<file path="src/rtl/mac_ctrl_pkg.sv">
package mac_ctrl_pkg;

  localparam int ADDR_W = 8;
  localparam logic [7:0] OFF_PHY_ACCESS = 8'h94;
  localparam logic [7:0] OFF_PHY_DATA = 8'h98;
  localparam logic [7:0] OFF_PAUSE_CTRL = 8'h9c;

  // ************************************************************
  // field positions
  // ************************************************************
  localparam int ACC_BUSY_BIT = 0;
  localparam int ACC_WNR_BIT = 1;
  localparam int ACC_IDX_LSB = 6;
  localparam int ACC_PHYADDR_LSB = 11;
  localparam int FIELD5_W = 5;
  localparam int DATA_W = 16;
  localparam int PAUSE_BUSY_BIT = 0;
  localparam int PAUSE_EN_BIT = 1;
  localparam int PAUSE_PASS_BIT = 2;
  localparam int PAUSE_TIME_LSB = 16;

  // ************************************************************
  // reset values
  // ************************************************************
  localparam logic [4:0] RST_PHY_ADDR = 5'h00;
  localparam logic [4:0] RST_REG_INDEX = 5'h00;
  localparam logic [15:0] RST_PHY_DATA = 16'h0000;
  localparam logic [15:0] RST_PAUSE_TIME = 16'h0000;
  localparam logic [31:0] RST_PRDATA = 32'h0000_0000;

  // ************************************************************
  // timing
  // ************************************************************
  localparam int CLK_PERIOD_NS = 10;
  localparam int SLOT_BITS = 512;
  localparam int BIT_NS_FAST = 10;
  localparam int BIT_NS_SLOW = 100;
  localparam int SLOT_CYC_FAST = SLOT_BITS * BIT_NS_FAST / CLK_PERIOD_NS;
  localparam int SLOT_CYC_SLOW = SLOT_BITS * BIT_NS_SLOW / CLK_PERIOD_NS;

  typedef enum logic [2:0]
  {
    MG_IDLE = 3'b001,
    MG_WAIT = 3'b010,
    MG_DONE = 3'b100
  } mgmt_state_t;

  typedef struct packed
  {
    logic valid;
    logic write;
    logic [4:0] phy_addr;
    logic [4:0] reg_index;
    logic [15:0] wdata;
  } phy_mgmt_req_t;

  typedef struct packed
  {
    logic ack;
    logic [15:0] rdata;
  } phy_mgmt_resp_t;

  typedef struct packed
  {
    logic done;
    logic pause_ok;
    logic [15:0] pause_quanta;
    logic addr_pass;
    logic promiscuous;
  } rx_frame_info_t;

  typedef struct packed
  {
    logic valid;
    logic packet_filter;
    logic control_frame;
  } rx_status_t;

endpackage

</file>
<file path="src/rtl/pause_slot_timer.sv">
`timescale 1ns/1ns
module pause_slot_timer #(
  parameter int FAST_SLOT_CYCLES = mac_ctrl_pkg::SLOT_CYC_FAST,
  parameter int SLOW_SLOT_CYCLES = mac_ctrl_pkg::SLOT_CYC_SLOW
)
(
  input wire logic pclk,
  input wire logic presetn,
  input wire logic load,
  input wire logic [15:0] quanta,
  input wire logic speed_100,
  output logic active
);

  if (FAST_SLOT_CYCLES < 1 || SLOW_SLOT_CYCLES < 1 || SLOW_SLOT_CYCLES > 65535)
  begin : g_bad_slot
    $error("slot cycle count out of range");
  end

  localparam logic [15:0] FAST_LAST = 16'(FAST_SLOT_CYCLES - 1);
  localparam logic [15:0] SLOW_LAST = 16'(SLOW_SLOT_CYCLES - 1);

  logic [15:0] remaining;
  logic [15:0] slot_cnt;
  logic [15:0] slot_last;

  // slot length follows the live link speed
  assign slot_last = speed_100 ? FAST_LAST : SLOW_LAST;
  assign active = (remaining != 16'h0000);

  always_ff @(posedge pclk or negedge presetn)
  begin
    if (!presetn)
    begin
      remaining <= 16'h0000;
      slot_cnt <= 16'h0000;
    end
    else if (load)
    begin
      remaining <= quanta;
      slot_cnt <= 16'h0000;
    end
    else if (active)
    begin
      if (slot_cnt >= slot_last)
      begin
        slot_cnt <= 16'h0000;
        remaining <= remaining - 16'h0001;
      end
      else
      begin
        slot_cnt <= slot_cnt + 16'h0001;
      end
    end
  end

endmodule

</file>
<file path="src/rtl/mac_phy_mgmt_and_pause_ctrl.sv">
// Design decision made here: register access over APB.
`timescale 1ns/1ns
module mac_phy_mgmt_and_pause_ctrl #(
  parameter int SLOW_SLOT_CYCLES = mac_ctrl_pkg::SLOT_CYC_SLOW
)
(
  input wire logic pclk,
  input wire logic presetn,
  input wire logic psel,
  input wire logic penable,
  input wire logic pwrite,
  input wire logic [mac_ctrl_pkg::ADDR_W-1:0] paddr,
  input wire logic [31:0] pwdata,
  output logic [31:0] prdata,
  output logic pready,
  output logic pslverr,
  output mac_ctrl_pkg::phy_mgmt_req_t phy_req,
  input wire mac_ctrl_pkg::phy_mgmt_resp_t phy_resp,
  output logic pause_tx_req,
  output logic [15:0] pause_tx_time,
  input wire logic pause_tx_done,
  input wire mac_ctrl_pkg::rx_frame_info_t rx_info,
  output mac_ctrl_pkg::rx_status_t rx_status,
  input wire logic full_duplex,
  input wire logic speed_100,
  output logic tx_pause_stall
);

  // ************************************************************
  // register state
  // ************************************************************
  logic [4:0] phy_addr;
  logic [4:0] phy_reg_index;
  logic phy_write_not_read;
  logic phy_mgmt_busy;
  logic [15:0] phy_data;
  logic [15:0] pause_time_value;
  logic pass_control_frames;
  logic pause_function_enable;
  logic pause_send_busy;
  mac_ctrl_pkg::mgmt_state_t mgmt_state;
  logic setup;
  logic wr;
  logic mapped;
  logic [31:0] next_prdata;
  logic start_phy;
  logic start_pause;
  logic pause_allowed;
  logic timer_load;
  logic timer_active;

  assign setup = psel && !penable;
  assign wr = psel && penable && pwrite && pready;
  assign mapped = (paddr == mac_ctrl_pkg::OFF_PHY_ACCESS) ||
                  (paddr == mac_ctrl_pkg::OFF_PHY_DATA) ||
                  (paddr == mac_ctrl_pkg::OFF_PAUSE_CTRL);
  assign start_phy = wr && (paddr == mac_ctrl_pkg::OFF_PHY_ACCESS) && !phy_mgmt_busy &&
                     pwdata[mac_ctrl_pkg::ACC_BUSY_BIT];
  assign start_pause = wr && (paddr == mac_ctrl_pkg::OFF_PAUSE_CTRL) && !pause_send_busy &&
                       pwdata[mac_ctrl_pkg::PAUSE_BUSY_BIT];
  assign pause_allowed = pause_function_enable && full_duplex;

  // ************************************************************
  // apb slave: one registered answer in the access phase
  // ************************************************************
  always_comb
  begin
    next_prdata = 32'h0000_0000;
    case (paddr)
      mac_ctrl_pkg::OFF_PHY_ACCESS:
      begin
        next_prdata[mac_ctrl_pkg::ACC_PHYADDR_LSB +: mac_ctrl_pkg::FIELD5_W] = phy_addr;
        next_prdata[mac_ctrl_pkg::ACC_IDX_LSB +: mac_ctrl_pkg::FIELD5_W] = phy_reg_index;
        next_prdata[mac_ctrl_pkg::ACC_WNR_BIT] = phy_write_not_read;
        next_prdata[mac_ctrl_pkg::ACC_BUSY_BIT] = phy_mgmt_busy;
      end
      mac_ctrl_pkg::OFF_PHY_DATA:
        next_prdata[mac_ctrl_pkg::DATA_W-1:0] = phy_data;
      mac_ctrl_pkg::OFF_PAUSE_CTRL:
      begin
        next_prdata[mac_ctrl_pkg::PAUSE_TIME_LSB +: mac_ctrl_pkg::DATA_W] = pause_time_value;
        next_prdata[mac_ctrl_pkg::PAUSE_PASS_BIT] = pass_control_frames;
        next_prdata[mac_ctrl_pkg::PAUSE_EN_BIT] = pause_function_enable;
        next_prdata[mac_ctrl_pkg::PAUSE_BUSY_BIT] = pause_send_busy;
      end
      default:
        next_prdata = 32'h0000_0000;
    endcase
  end

  always_ff @(posedge pclk or negedge presetn)
  begin
    if (!presetn)
    begin
      pready <= 1'b0;
      pslverr <= 1'b0;
      prdata <= mac_ctrl_pkg::RST_PRDATA;
    end
    else
    begin
      pready <= setup;
      pslverr <= setup && !mapped;
      // read value is captured in the setup cycle, one cycle before the master takes it
      if (setup)
      begin
        prdata <= next_prdata;
      end
    end
  end

  // ************************************************************
  // phy management access
  // ************************************************************
  always_ff @(posedge pclk or negedge presetn)
  begin
    if (!presetn)
    begin
      phy_addr <= mac_ctrl_pkg::RST_PHY_ADDR;
      phy_reg_index <= mac_ctrl_pkg::RST_REG_INDEX;
      phy_write_not_read <= 1'b0;
    end
    else if (wr && paddr == mac_ctrl_pkg::OFF_PHY_ACCESS && !phy_mgmt_busy)
    begin
      // address is forwarded as written; software keeps it at the internal phy
      phy_addr <= pwdata[mac_ctrl_pkg::ACC_PHYADDR_LSB +: mac_ctrl_pkg::FIELD5_W];
      phy_reg_index <= pwdata[mac_ctrl_pkg::ACC_IDX_LSB +: mac_ctrl_pkg::FIELD5_W];
      phy_write_not_read <= pwdata[mac_ctrl_pkg::ACC_WNR_BIT];
    end
  end

  always_ff @(posedge pclk or negedge presetn)
  begin
    if (!presetn)
    begin
      phy_data <= mac_ctrl_pkg::RST_PHY_DATA;
    end
    else if (mgmt_state == mac_ctrl_pkg::MG_WAIT && phy_resp.ack && !phy_write_not_read)
      phy_data <= phy_resp.rdata;
    else if (wr && paddr == mac_ctrl_pkg::OFF_PHY_DATA && !phy_mgmt_busy)
      phy_data <= pwdata[mac_ctrl_pkg::DATA_W-1:0];
  end

  always_ff @(posedge pclk or negedge presetn)
  begin
    if (!presetn)
    begin
      mgmt_state <= mac_ctrl_pkg::MG_IDLE;
      phy_mgmt_busy <= 1'b0;
      phy_req <= '0;
    end
    else
    begin
      case (mgmt_state)
        mac_ctrl_pkg::MG_IDLE:
        begin
          if (start_phy)
          begin
            mgmt_state <= mac_ctrl_pkg::MG_WAIT;
            phy_mgmt_busy <= 1'b1;
            phy_req.valid <= 1'b1;
            phy_req.write <= pwdata[mac_ctrl_pkg::ACC_WNR_BIT];
            phy_req.phy_addr <= pwdata[mac_ctrl_pkg::ACC_PHYADDR_LSB +: mac_ctrl_pkg::FIELD5_W];
            phy_req.reg_index <= pwdata[mac_ctrl_pkg::ACC_IDX_LSB +: mac_ctrl_pkg::FIELD5_W];
            phy_req.wdata <= phy_data;
          end
        end
        mac_ctrl_pkg::MG_WAIT:
        begin
          if (phy_resp.ack)
          begin
            mgmt_state <= mac_ctrl_pkg::MG_DONE;
            phy_req.valid <= 1'b0;
          end
        end
        mac_ctrl_pkg::MG_DONE:
        begin
          // busy drops one cycle after read data is stored
          mgmt_state <= mac_ctrl_pkg::MG_IDLE;
          phy_mgmt_busy <= 1'b0;
        end
        default:
        begin
          mgmt_state <= mac_ctrl_pkg::MG_IDLE;
          phy_mgmt_busy <= 1'b0;
          phy_req.valid <= 1'b0;
        end
      endcase
    end
  end

  // ************************************************************
  // pause frame transmit request
  // ************************************************************
  always_ff @(posedge pclk or negedge presetn)
  begin
    if (!presetn)
    begin
      pause_time_value <= mac_ctrl_pkg::RST_PAUSE_TIME;
      pass_control_frames <= 1'b0;
      pause_function_enable <= 1'b0;
    end
    else if (wr && paddr == mac_ctrl_pkg::OFF_PAUSE_CTRL && !pause_send_busy)
    begin
      pause_time_value <= pwdata[mac_ctrl_pkg::PAUSE_TIME_LSB +: mac_ctrl_pkg::DATA_W];
      pass_control_frames <= pwdata[mac_ctrl_pkg::PAUSE_PASS_BIT];
      pause_function_enable <= pwdata[mac_ctrl_pkg::PAUSE_EN_BIT];
    end
  end

  always_ff @(posedge pclk or negedge presetn)
  begin
    if (!presetn)
    begin
      pause_send_busy <= 1'b0;
      pause_tx_req <= 1'b0;
      pause_tx_time <= 16'h0000;
    end
    else if (start_pause)
    begin
      pause_send_busy <= 1'b1;
      pause_tx_req <= 1'b1;
      pause_tx_time <= pwdata[mac_ctrl_pkg::PAUSE_TIME_LSB +: mac_ctrl_pkg::DATA_W];
    end
    else if (pause_send_busy && pause_tx_done)
    begin
      pause_send_busy <= 1'b0;
      pause_tx_req <= 1'b0;
    end
  end

  // ************************************************************
  // receive pause decode and status
  // ************************************************************
  // leaving full duplex or disabling ends any running pause at once
  assign timer_load = !pause_allowed ||
                      (rx_info.done && rx_info.pause_ok);

  pause_slot_timer #(
    .FAST_SLOT_CYCLES(mac_ctrl_pkg::SLOT_CYC_FAST),
    .SLOW_SLOT_CYCLES(SLOW_SLOT_CYCLES)
  ) pause_slot_timer_i (
    .pclk(pclk),
    .presetn(presetn),
    .load(timer_load),
    .quanta(pause_allowed ? rx_info.pause_quanta : 16'h0000),
    .speed_100(speed_100),
    .active(timer_active)
  );

  always_ff @(posedge pclk or negedge presetn)
  begin
    if (!presetn)
    begin
      tx_pause_stall <= 1'b0;
      rx_status <= '0;
    end
    else
    begin
      tx_pause_stall <= timer_active;
      rx_status.valid <= rx_info.done;
      rx_status.control_frame <= rx_info.done && rx_info.pause_ok && pause_function_enable;
      if (rx_info.promiscuous)
      begin
        rx_status.packet_filter <= 1'b1;
      end
      else if (rx_info.pause_ok && pause_function_enable)
      begin
        rx_status.packet_filter <= pass_control_frames;
      end
      else
      begin
        rx_status.packet_filter <= rx_info.addr_pass;
      end
    end
  end
endmodule

</file>
<file path="config.mk">
export PLATFORM = sky130hd
export DESIGN_NAME = mac_phy_mgmt_and_pause_ctrl
export DESIGN_NICKNAME = d
export VERILOG_FILES = /design/src/rtl/mac_ctrl_pkg.sv /design/src/rtl/pause_slot_timer.sv /design/src/rtl/mac_phy_mgmt_and_pause_ctrl.sv
export SDC_FILE = /design/constraint.sdc
export NUM_CORES = 1
export LEC_CHECK = 0
export ABC_AREA = 1
export BUFFER_PORTS_ARGS = -buffer_cell sky130_fd_sc_hd__buf_4
export CELL_PAD_IN_SITES_DETAIL_PLACEMENT = 1
export CELL_PAD_IN_SITES_GLOBAL_PLACEMENT = 2
export CORE_MARGIN = 8
export CORE_UTILIZATION = 29
export CTS_BUF_LIST = sky130_fd_sc_hd__clkbuf_4
export DETAILED_ROUTE_END_ITERATION = 8
export GPL_TIMING_DRIVEN = 0
export HOLD_SLACK_MARGIN = 0.15
export MAX_ROUTING_LAYER = met4
export PLACE_DENSITY = 0.87
export SYNTH_ARGS = -nofsm -noshare
export SYNTH_HDL_FRONTEND = slang
export SYNTH_SLANG_ARGS = --single-unit
</file>
<file path="constraint.sdc">
create_clock -name pclk -period 1.6 [get_ports pclk]
set_input_delay 0.4 -clock pclk [delete_from_list [all_inputs] [get_ports pclk]]
set_output_delay 0.4 -clock pclk [all_outputs]
set_load 0.01 [all_outputs]
</file>
==> run_results.csv, run 1 <==
group,metric,value,unit
synth,synthAdderAreaFrac,0.642,%
clock_tree,cts_root_buf,"clkbuf_4",
setup_path,worst_ep_arrival_time,2140,ps
setup_path,crit_top_cell,"nand2_4",
routing,viasPerCell,4.63,
sta,rsz0062_at_grt,"yes",
layout,drive_gt1_share,30.6,%
global_route,grt_pass1_vias,8227,
clock_tree,numCtsBuffers,17,
place,numPortBuffers,167,
layout,multiInputGateArea,0.00344,mm²
synth,synth-edff-count,0,
setup_path,crit_fanout,6,
floorplan,rows,60,
synth,synthTopCellsByArea,"dfrtp_1, nand2_1, o21ai_0",
place,hpwl,19200,µm
setup_path,endpoint_kind,"register",
layout,nFillCells,3137,
global_route,grt_pass1_wl,43800,µm
sta,hold_viol,0,
setup_path,crit_chain,"ha_4 -> nand2_4 -> inv_2 -> nand3_2 -> nand2_2 -> nand2_4 -> nand2_4 -> nand2_8 -> clkbuf_16 -> nand2_1 -> nand2_1",
synth,yosys_most_used_dff,"dfrtp_1",
global_route,grt_overflow_total,0,
clock_tree,path_clk_slew,180,ps
routing,drtIter0Drc,300,
routing,drcViolationCount,0,
synth,ys_ff_latch,164,
synth,synth_top_area_share,52.3,%
floorplan,start_util,29.2,%
sta,fin_skew,28.7,ps
setup_path,crit_slowest_cell,"dfrtp_2",
layout,fin_util,44.2,%
clock_tree,htreeDepth,4,
run_status,violations,"setup timing",
setup_path,critPathKind,"register to register",
power_and_ir_drop,worst_ir_drop_vdd,564,µV
place,preCtsSetupSlack,-399,ps
flow_run,maxCapViolations,0,
routing,postRouteAntennaNets,0,
global_route,antenna_found_initial,2,
synth,synth_top_family_by_area,"simple AND/OR/NAND/NOR gates",
sta,worst_pin_slew,756,ps
synth,synth.most_common_cell,"nand2_1",
synth,synth_compound_area_share,8.96,%
power_and_ir_drop,leakage,6.01,nW
layout,area_delta_synth_final,51.1,%
synth,synth_cell_types,36,
synth,synth_xor_area_share,0.562,%
synth,synth_mux_area_share,0,%
setup_path,crit_path_max_incr_delay,470,ps
routing,routedWlPerCell,17.0,µm
floorplan,dieArea,0.0324,mm²
synth,syn-num-nets,1082,
synth,netlist_instances,993,
setup_path,required,2080,ps
floorplan,fp.dieH,180,µm
clock_tree,cts_buffer_depth,2,
layout,regArea,0.00412,mm²
sta,worst_slack,-53.1,ps
sta,finalCritPeriodShare,103,%
floorplan,die_w,180,µm
layout,nNetsFinal,1409,
clock_tree,cts_tree,"built",
synth,seq_area_frac_synth,52.7,%
sta,relSlewSlack,49.6,%
setup_path,cp-start-kind,"register",
sta,slew_violations,0,
synth,synth_common_cells,"nand2_1, dfrtp_1, inv_1",
global_route,grt_max_degree,92,
sta,fin_crit,1650,ps
run_status,outcome,"finished with violations",
global_route,grtUsageTotal,17.2,%
floorplan,io-pin-count,168,
routing,drt_first_pass_iters,4,
synth,yosys_warnings,0,
routing,routed_wl,28400,µm
clock_tree,clk_latency,570,ps
floorplan,coreArea,0.0267,mm²
routing,num_vias,7760,
synth,syn_avg_cell_area,7.85,µm²
sta,whs,200,ps
synth,synth_simple_gate_area_share,29.4,%
place,gp_congestion,0.824,
synth,synthArstFlopShare,100,%
sta,finalSetupViolations,10,
synth,post-synth-top-area-cell,"dfrtp_1",
synth,synth_area,0.00779,mm²
hold_path,worst_hold_path_type,"primary input to register",
sta,fmax,605,MHz
clock_tree,clock-sinks,164,
power_and_ir_drop,power.density,638,mW/mm²
per-layer routing:
layer | global-route usage (%) | wire (µm) | vias to the layer above
met2 | 30.6 | 15200 | 134
li1 | - | - | 3773
met5 | - | 0 | -
met3 | 3.71 | 1140 | 17
met1 | 19.7 | 11900 | 3836
met4 | 3.40 | 199 | 0
sequential cells by signal (all words and copies together), names as in the netlist:
signal                        cells
tx_pause_stall                    1
phy_req                          28
rx_status                         3
phy_reg_index                     5
pause_time_value                 16
phy_addr                          5
pause_send_busy                   1
pready                            1
phy_write_not_read                1
mgmt_state                        3
prdata                           32
phy_data                         16
pause_slot_timer_i.slot_cnt      16
phy_mgmt_busy                     1
pause_function_enable             1
pause_tx_time                    16
pause_slot_timer_i.remaining     16
pslverr                           1
pass_control_frames               1
placed cells by master, fill, tap and decap left out, types with 17 or more instances in the layout:
cell / instances
buf_4: 177
buf_6: 66
clkbuf_4: 17
dfrtp_1: 151
dlygate4sd3_1: 66
inv_1: 95
nand2_1: 354
nand2_2: 19
nand3_1: 41
nor2_1: 47
o21ai_0: 74
o21ai_1: 27
stage by stage:
step | area (µm²) | setup TNS (ps) | total power (W) | std cells
floorplan | 7790 | 0 | 0.00444 | 993
global placement | 9470 | -191200 | 0.00483 | 1501
detailed placement | 9510 | -40610 | 0.00485 | 1502
CTS | 10800 | -1030 | 0.00758 | 1619
global route | 11800 | -2770 | 0.00786 | 1676
finish | 11800 | -164 | 0.00751 | 1676
worst paths after layout:
path | start | endpoint | slack (ps) | cells after the start
worst max register to register | pause_slot_timer_i.slot_cnt[9] | pause_slot_timer_i.remaining[13] | -50 | 11
worst min-delay path | phy_resp[2] | phy_data[2] | 200 | 5
max in group asynchronous | presetn | phy_data[5] | 270 | 3
min in group asynchronous | presetn | prdata[26] | 460 | 2
worst min register to register | pause_time_value[8] | pause_time_value[8] | 500 | 2
worst max-delay path | pause_slot_timer_i.slot_cnt[9] | pause_slot_timer_i.remaining[13] | -50 | 11
kinds of logic after synthesis:
kind of cell / count (synthesis)
fa+ha+maj: 4
simple gates: 545
flops: 164
buf+inv: 144
compound gates: 131
xor+xnor: 5
what timing repair did:
action,4_1_cts,5_1_grt
pin swaps,8,26
cloned,0,4
hold buffers,66,0
buffers inserted,19,52
resized for setup,47,162
hold endpoints to repair,180,0
endpoints found under the setup margin,125,164
power breakdown:
group,internal (W),switching (W),total [W]
combinational,0.000384,0.000340,0.000725
sequential,0.00420,0.0000339,0.00423
clock,0.000724,0.00183,0.00256
total,0.00531,0.00221,0.00751
final cells by class:
cell class                      count  share of cell area (%)
Antenna cell                        2                  0.0425
Clock buffer                       17                    1.08
Multi-Input combinational cell    686                    29.2
Tap cell                          341                    3.62
Inverter                          109                    3.63
Timing Repair Buffer              307                    23.8
Sequential cell                   164                    35.0
Buffer                             35                    2.25
Clock inverter                     15                    1.37
worst max-delay path: cells and delay by family, from the launching register on:
kind / cells / cell delay [ps]
flops: 1 / 470
buf+inv: 2 / 230
fa+ha+maj: 1 / 280
simple gates: 8 / 600
(Power assumes the default switching activity.)
==> run 2, diff against run 1 <==
--- a/config.mk
+++ b/config.mk
@@ -16,7 +16,7 @@
 export GPL_TIMING_DRIVEN = 0
 export HOLD_SLACK_MARGIN = 0.15
 export MAX_ROUTING_LAYER = met4
-export PLACE_DENSITY = 0.87
+export PLACE_DENSITY = 0.83
 export SYNTH_ARGS = -nofsm -noshare
 export SYNTH_HDL_FRONTEND = slang
 export SYNTH_SLANG_ARGS = --single-unit
==> run 2 against run 1 <==
  * The flow still finishes with violations (setup timing)
  * Sequential share of layout area shrank 0.83 points
  * Total power shrank 0.24%
  * Clock skew grew 7.6 ps
  * Highest routed layer unchanged
==> run_results.csv, run 2 (synthesis gave the netlist of run 1 again) <==
group,metric,value,unit
run_status,outcome,"finished with violations",
run_status,violations,"setup timing",
routing,routedWlPerCell,16.8,µm
power_and_ir_drop,power.density,622,mW/mm²
setup_path,crit_fanout,6,
hold_path,worst_hold_path_type,"primary input to register",
routing,routed_wl,28400,µm
layout,final_common_cell,"nand2_1",
sta,fin_crit,1670,ps
sta,slew_violations,0,
routing,postRouteAntennaNets,0,
setup_path,required,2080,ps
flow_run,maxCapViolations,0,
routing,drt_first_pass_iters,4,
power_and_ir_drop,cell_internal_pwr,0.00530,W
power_and_ir_drop,swShare,29.3,%
hold_path,hp-start,"phy_resp[4]",
layout,area_delta_synth_final,54.6,%
clock_tree,cts_tree,"built",
sta,rsz0062_at_grt,"yes",
sta,finalCritPeriodShare,105,%
routing,drtIter0Drc,373,
setup_path,crit_chain,"nand4_1 -> nor2_2 -> buf_4 -> nand2_1 -> nand2_4 -> buf_12 -> nand3_1 -> o21ai_0",
setup_path,endpoint_kind,"register",
sta,finalSetupViolations,7,
floorplan,rows,60,
global_route,grt_max_degree,116,
sta,hold_viol,0,
place,hpwl,19000,µm
sta,fin_skew,36.3,ps
sta,relSlewSlack,56.6,%
global_route,grt_pass1_vias,8136,
power_and_ir_drop,clkPwrFrac,34.0,%
clock_tree,clk_latency,580,ps
power_and_ir_drop,leakage,6.10,nW
clock_tree,htreeDepth,4,
setup_path,r2r_slack,-70,ps
hold_path,hold_depth,5,
layout,drive_gt1_share,32.4,%
sta,worst_slack,-73.0,ps
clock_tree,path_clk_slew,170,ps
power_and_ir_drop,netSwitchingPower,0.00220,W
setup_path,rr_startpoint,"pready",
global_route,grt_pass1_wl,43700,µm
sta,worst_pin_slew,650,ps
layout,reg_top3,"prdata x32, phy_req x28",
routing,num_vias,7734,
layout,largest_register_ffs,32,
place,gp_congestion,0.796,
floorplan,coreArea,0.0267,mm²
setup_path,cp_top_family,"simple AND/OR/NAND/NOR gates",
clock_tree,numCtsBuffers,17,
floorplan,fp.dieH,180,µm
clock_tree,cts_buffer_depth,2,
layout,regMostFlops,"prdata",
power_and_ir_drop,p_comb_share,9.6,%
layout,fin_util,45.2,%
layout,nNetsFinal,1420,
setup_path,path_buf_inv,2,
global_route,antenna_found_initial,2,
global_route,grt_overflow_total,0,
floorplan,dieArea,0.0324,mm²
power_and_ir_drop,worst_ir_drop_vdd,494,µV
setup_path,r2r_end,"phy_data[9]",
routing,viasPerCell,4.58,
global_route,grtUsageTotal,17.2,%
routing,drcViolationCount,0,
floorplan,io-pin-count,168,
power_and_ir_drop,seq_power_share,56.4,%
sta,fmax,598,MHz
layout,final_cell_mix,"nand2_1, buf_4, dfrtp_1",
floorplan,die_w,180,µm
setup_path,critPathKind,"register to register",
place,numPortBuffers,167,
clock_tree,cts_root_buf,"clkbuf_4",
setup_path,crit_slowest_cell,"dfrtp_1",
floorplan,start_util,29.2,%
clock_tree,clock-sinks,164,
setup_path,worst_ep_arrival_time,2150,ps
hold_path,hold_path_end,"phy_data[4]",
sta,finalSetupTns,-140,ps
setup_path,worstRegToRegCells,8,
sta,whs,202,ps
setup_path,cp-start-kind,"register",
setup_path,crit_path_max_incr_delay,420,ps
==> run 2: area by class of cell <==
class | count | area, µm²
clock buffers | 17 | 128
repair buffers | 318 | 2910
plain buffers | 35 | 324
flip-flops and latches | 164 | 4120
multi-input cells | 686 | 3550
clock inverters | 15 | 161
fillers | 3120 | 14600
well taps | 341 | 427
diodes | 2 | 5.00
inverters | 109 | 425
==> run 2: routing by layer <==
metal	GRT usage, %	wire (µm)
met5	-	0
met4	4.40	473
met3	3.49	1030
met2	29.8	14700
met1	20.2	12200
==> run 2: power groups by stage <==
stage                     Sequential [W]  Combinational (W)  Clock, W
after floorplan                  0.00432           0.000123         0
after global placement           0.00430           0.000533         0
after detailed placement         0.00430           0.000548         0
after CTS                        0.00423           0.000694   0.00267
after global routing             0.00424           0.000790   0.00283
final                            0.00423           0.000719   0.00255
==> run 2: what timing repair did <==
| action | in CTS | in global routing |
|---|---|---|
| pin swaps | 20 | 19 |
| hold endpoints to repair | 140 | 0 |
| gates cloned | 1 | 4 |
| endpoints found under the setup margin | 131 | 180 |
| gates resized for setup | 91 | 183 |
| hold buffers | 68 | 0 |
| setup buffers | 24 | 55 |
==> run 2: worst reg2reg max path, stage by stage, from the launching register on <==
cell and delay [ps]:
dfrtp_1 420, nand4_1 260, nor2_2 200, buf_4 150, nand2_1 80, nand2_4 150, buf_12 140, nand3_1 100
o21ai_0 110
==> run 2: metrics by stage <==
stage / instances / power (W) / setup slack [ps] / area, µm²
6_report: 1687 / 0.00749 / -73.0 / 12000
5_1_grt: 1687 / 0.00785 / -157 / 12000
4_1_cts: 1626 / 0.00759 / -62.8 / 11000
3_5_place_dp: 1502 / 0.00485 / -381 / 9510
3_3_place_gp: 1501 / 0.00483 / -979 / 9470
2_1_floorplan: 993 / 0.00444 / 10.6 / 7790
==> run 2: worst max path at each step <==
stage | from | to | slack [ps] | cells after the start
6_report | pready | phy_data[9] | -70 | 8
5_1_grt | pready | phy_data[9] | -160 | 8
4_1_cts | pready | phy_req[15] | -60 | 7
3_5_place_dp | paddr[5] | phy_req[9] | -380 | 9
3_3_place_gp | presetn | phy_req[14] | -980 | 1
2_1_floorplan | pause_slot_timer_i.remaining[0] | pause_slot_timer_i.remaining[4] | 10 | 10
==> run 3, diff against run 2 <==
--- a/config.mk
+++ b/config.mk
@@ -6,17 +6,16 @@
 export NUM_CORES = 1
 export LEC_CHECK = 0
 export ABC_AREA = 1
-export BUFFER_PORTS_ARGS = -buffer_cell sky130_fd_sc_hd__buf_4
+export BUFFER_PORTS_ARGS = -buffer_cell sky130_fd_sc_hd__clkbuf_2
 export CELL_PAD_IN_SITES_DETAIL_PLACEMENT = 1
 export CELL_PAD_IN_SITES_GLOBAL_PLACEMENT = 2
 export CORE_MARGIN = 8
-export CORE_UTILIZATION = 29
-export CTS_BUF_LIST = sky130_fd_sc_hd__clkbuf_4
+export CORE_UTILIZATION = 28
 export DETAILED_ROUTE_END_ITERATION = 8
 export GPL_TIMING_DRIVEN = 0
 export HOLD_SLACK_MARGIN = 0.15
 export MAX_ROUTING_LAYER = met4
-export PLACE_DENSITY = 0.83
+export PLACE_DENSITY = 0.81
 export SYNTH_ARGS = -nofsm -noshare
 export SYNTH_HDL_FRONTEND = slang
 export SYNTH_SLANG_ARGS = --single-unit
==> run 3 against run 2 <==
  * Routed wire length down 5.7%
  * The flow still finishes with violations (setup timing)
  * Worst hold slack lost 33 ps
  * Global-route usage decreased by 0.78 points
  * First-iteration DRC count decreased by 0.80%
  * Clock power increased by 69%
  * Combinational power is 34% lower
  * Cell count shrank 4.7%
  * Highest routed layer unchanged
  * Fmax is 1.7% higher
  * Non-clock buffer count down 113
  * Total power increased by 20%
  * Die area is 3.3% higher
  * Sequential share of layout area increased by 4.7 points
==> run_results.csv, run 3 (synthesis gave the netlist of run 1 again) <==
group,metric,value,unit
layout,drive_gt1_share,27.7,%
layout,fin_util,38.3,%
setup_path,crit_fanout,5,
power_and_ir_drop,power.density,853,mW/mm²
hold_path,worst_hold_path_type,"primary input to register",
setup_path,required,1920,ps
power_and_ir_drop,leakage,5.51,nW
sta,fin_crit,1640,ps
layout,area_delta_synth_final,35.7,%
setup_path,crit_top_cell,"nand2_1",
floorplan,dieArea,0.0334,mm²
clock_tree,cts_tree,"built",
sta,worst_slack,-44.5,ps
hold_path,hold_path_end,"rx_status[1]",
global_route,grt_pass1_wl,42400,µm
setup_path,crit_chain,"nor2_2 -> nand2_4 -> nor2_4 -> nand3_4 -> nand2_8 -> inv_8 -> buf_8 -> nand2_1 -> nand2_1",
routing,viasPerCell,4.50,
setup_path,crit_slowest_cell,"dfrtp_1",
sta,finalSetupViolations,14,
clock_tree,path_clk_slew,70,ps
run_status,violations,"setup timing",
place,numPortBuffers,167,
floorplan,coreArea,0.0276,mm²
setup_path,cp-start-kind,"register",
sta,slew_violations,0,
routing,drt_first_pass_iters,4,
place,preCtsSetupSlack,-381,ps
hold_path,hp-start,"rx_info[0]",
setup_path,worstRegToRegCells,9,
layout,final_cell_mix,"nand2_1, clkbuf_2, dfrtp_1",
sta,fin_skew,11.7,ps
layout,nNetsFinal,1307,
clock_tree,htreeDepth,4,
clock_tree,cts_buffer_depth,2,
hold_path,hold_depth,3,
sta,fmax,608,MHz
layout,nFillCells,3390,
clock_tree,clock-sinks,164,
setup_path,cp_top_family,"simple AND/OR/NAND/NOR gates",
global_route,grt_max_degree,89,
layout,largest_register_ffs,32,
clock_tree,cts_root_buf,"clkbuf_16",
layout,reg_top3,"prdata x32, phy_req x28",
floorplan,start_util,28.2,%
routing,routed_wl,26700,µm
global_route,grt_pass1_vias,7851,
routing,postRouteAntennaNets,0,
routing,drtIter0Drc,370,
clock_tree,numCtsBuffers,17,
setup_path,rr_startpoint,"pause_slot_timer_i.remaining[3]",
sta,whs,170,ps
setup_path,path_buf_inv,2,
power_and_ir_drop,worst_ir_drop_vdd,517,µV
global_route,grt_overflow_total,0,
sta,finalCritPeriodShare,103,%
routing,routedWlPerCell,16.6,µm
setup_path,critPathKind,"register to register",
flow_run,maxCapViolations,0,
sta,worst_pin_slew,643,ps
global_route,grtUsageTotal,16.4,%
setup_path,worst_ep_arrival_time,1960,ps
sta,hold_viol,0,
routing,num_vias,7244,
floorplan,die_w,183,µm
place,gp_congestion,0.799,
floorplan,rows,61,
setup_path,endpoint_kind,"register",
run_status,outcome,"finished with violations",
global_route,antenna_found_initial,1,
sta,relSlewSlack,57.1,%
clock_tree,clk_latency,430,ps
setup_path,r2r_slack,-40,ps
layout,final_common_cell,"nand2_1",
layout,regMostFlops,"prdata",
sta,rsz0062_at_grt,"yes",
floorplan,fp.dieH,183,µm
setup_path,r2r_end,"pause_slot_timer_i.remaining[2]",
setup_path,crit_path_max_incr_delay,440,ps
routing,drcViolationCount,0,
place,hpwl,19100,µm
floorplan,io-pin-count,168,
[run 3: cell count changes in the layout (fill, tap and decap cells not counted), moves of 18 or more]
| cell | previous run | this run |
|---|---|---|
| dlygate4sd3_1 | 68 | 3 |
| clkbuf_2 | 0 | 170 |
| buf_4 | 178 | 28 |
| clkbuf_4 | 19 | 1 |
| nand2_1 | 340 | 366 |
| buf_6 | 72 | 15 |
| nand2_2 | 28 | 8 |
[run 3: per-stage QoR]
stage | setup TNS, ps | instance area [µm²] | total power (W) | cells
finish | -276 | 10600 | 0.00902 | 1608
global placement | -556100 | 9100 | 0.00476 | 1538
global route | -2420 | 10600 | 0.00935 | 1608
detailed placement | -38770 | 9140 | 0.00477 | 1539
CTS | -266 | 10100 | 0.00914 | 1590
floorplan | 0 | 7790 | 0.00444 | 993
[run 3: routing by layer]
metal	vias to the layer above	GRT usage, %	wire [µm]
li1	3580	-	-
met1	3533	19.2	11500
met2	110	28.6	14000
met3	21	3.44	957
met4	0	4.07	267
met5	-	-	0
[run 3: worst max path at each step]
stage	endpoint	cells after the start	start	slack (ps)
2_1_floorplan	pause_slot_timer_i.remaining[4]	10	pause_slot_timer_i.remaining[0]	10
3_3_place_gp	pause_time_value[10]	1	presetn	-3200
3_5_place_dp	prdata[25]	6	psel	-380
4_1_cts	pause_slot_timer_i.remaining[2]	12	pause_slot_timer_i.slot_cnt[9]	-50
5_1_grt	pause_slot_timer_i.remaining[2]	9	pause_slot_timer_i.remaining[3]	-140
6_report	pause_slot_timer_i.remaining[2]	9	pause_slot_timer_i.remaining[3]	-40
[run 3: tightest hold or removal path, delay by kind of cell]
kind	cells	cell delay, ps
buf+inv	1	80
compound gates	2	80
[run 3: area by class of cell]
type	instances	area (µm²)	area share, %
sequential	164	4110	38.9
multi-input combinational	686	3410	32.3
timing repair buffer	206	1270	12.0
tap	378	473	4.47
clock buffer	19	453	4.28
inverter	109	420	3.98
buffer	34	277	2.62
clock inverter	11	153	1.44
antenna	1	2.50	0.0237
[run 3: timing repair]
| item | CTS | global route |
|---|---|---|
| gates cloned | 1 | 5 |
| buffers inserted | 18 | 13 |
| hold endpoints to repair | 78 | 0 |
| pin swaps | 17 | 27 |
| hold buffers | 3 | 0 |
| setup endpoints to repair | 113 | 201 |
| resized for setup | 51 | 89 |
[run 3: report_power, final]
group,leakage [nW],switching (W),internal (W)
clock network,0.288,0.00179,0.00254
registers,2.09,0.0000264,0.00419
logic,3.13,0.000304,0.000174
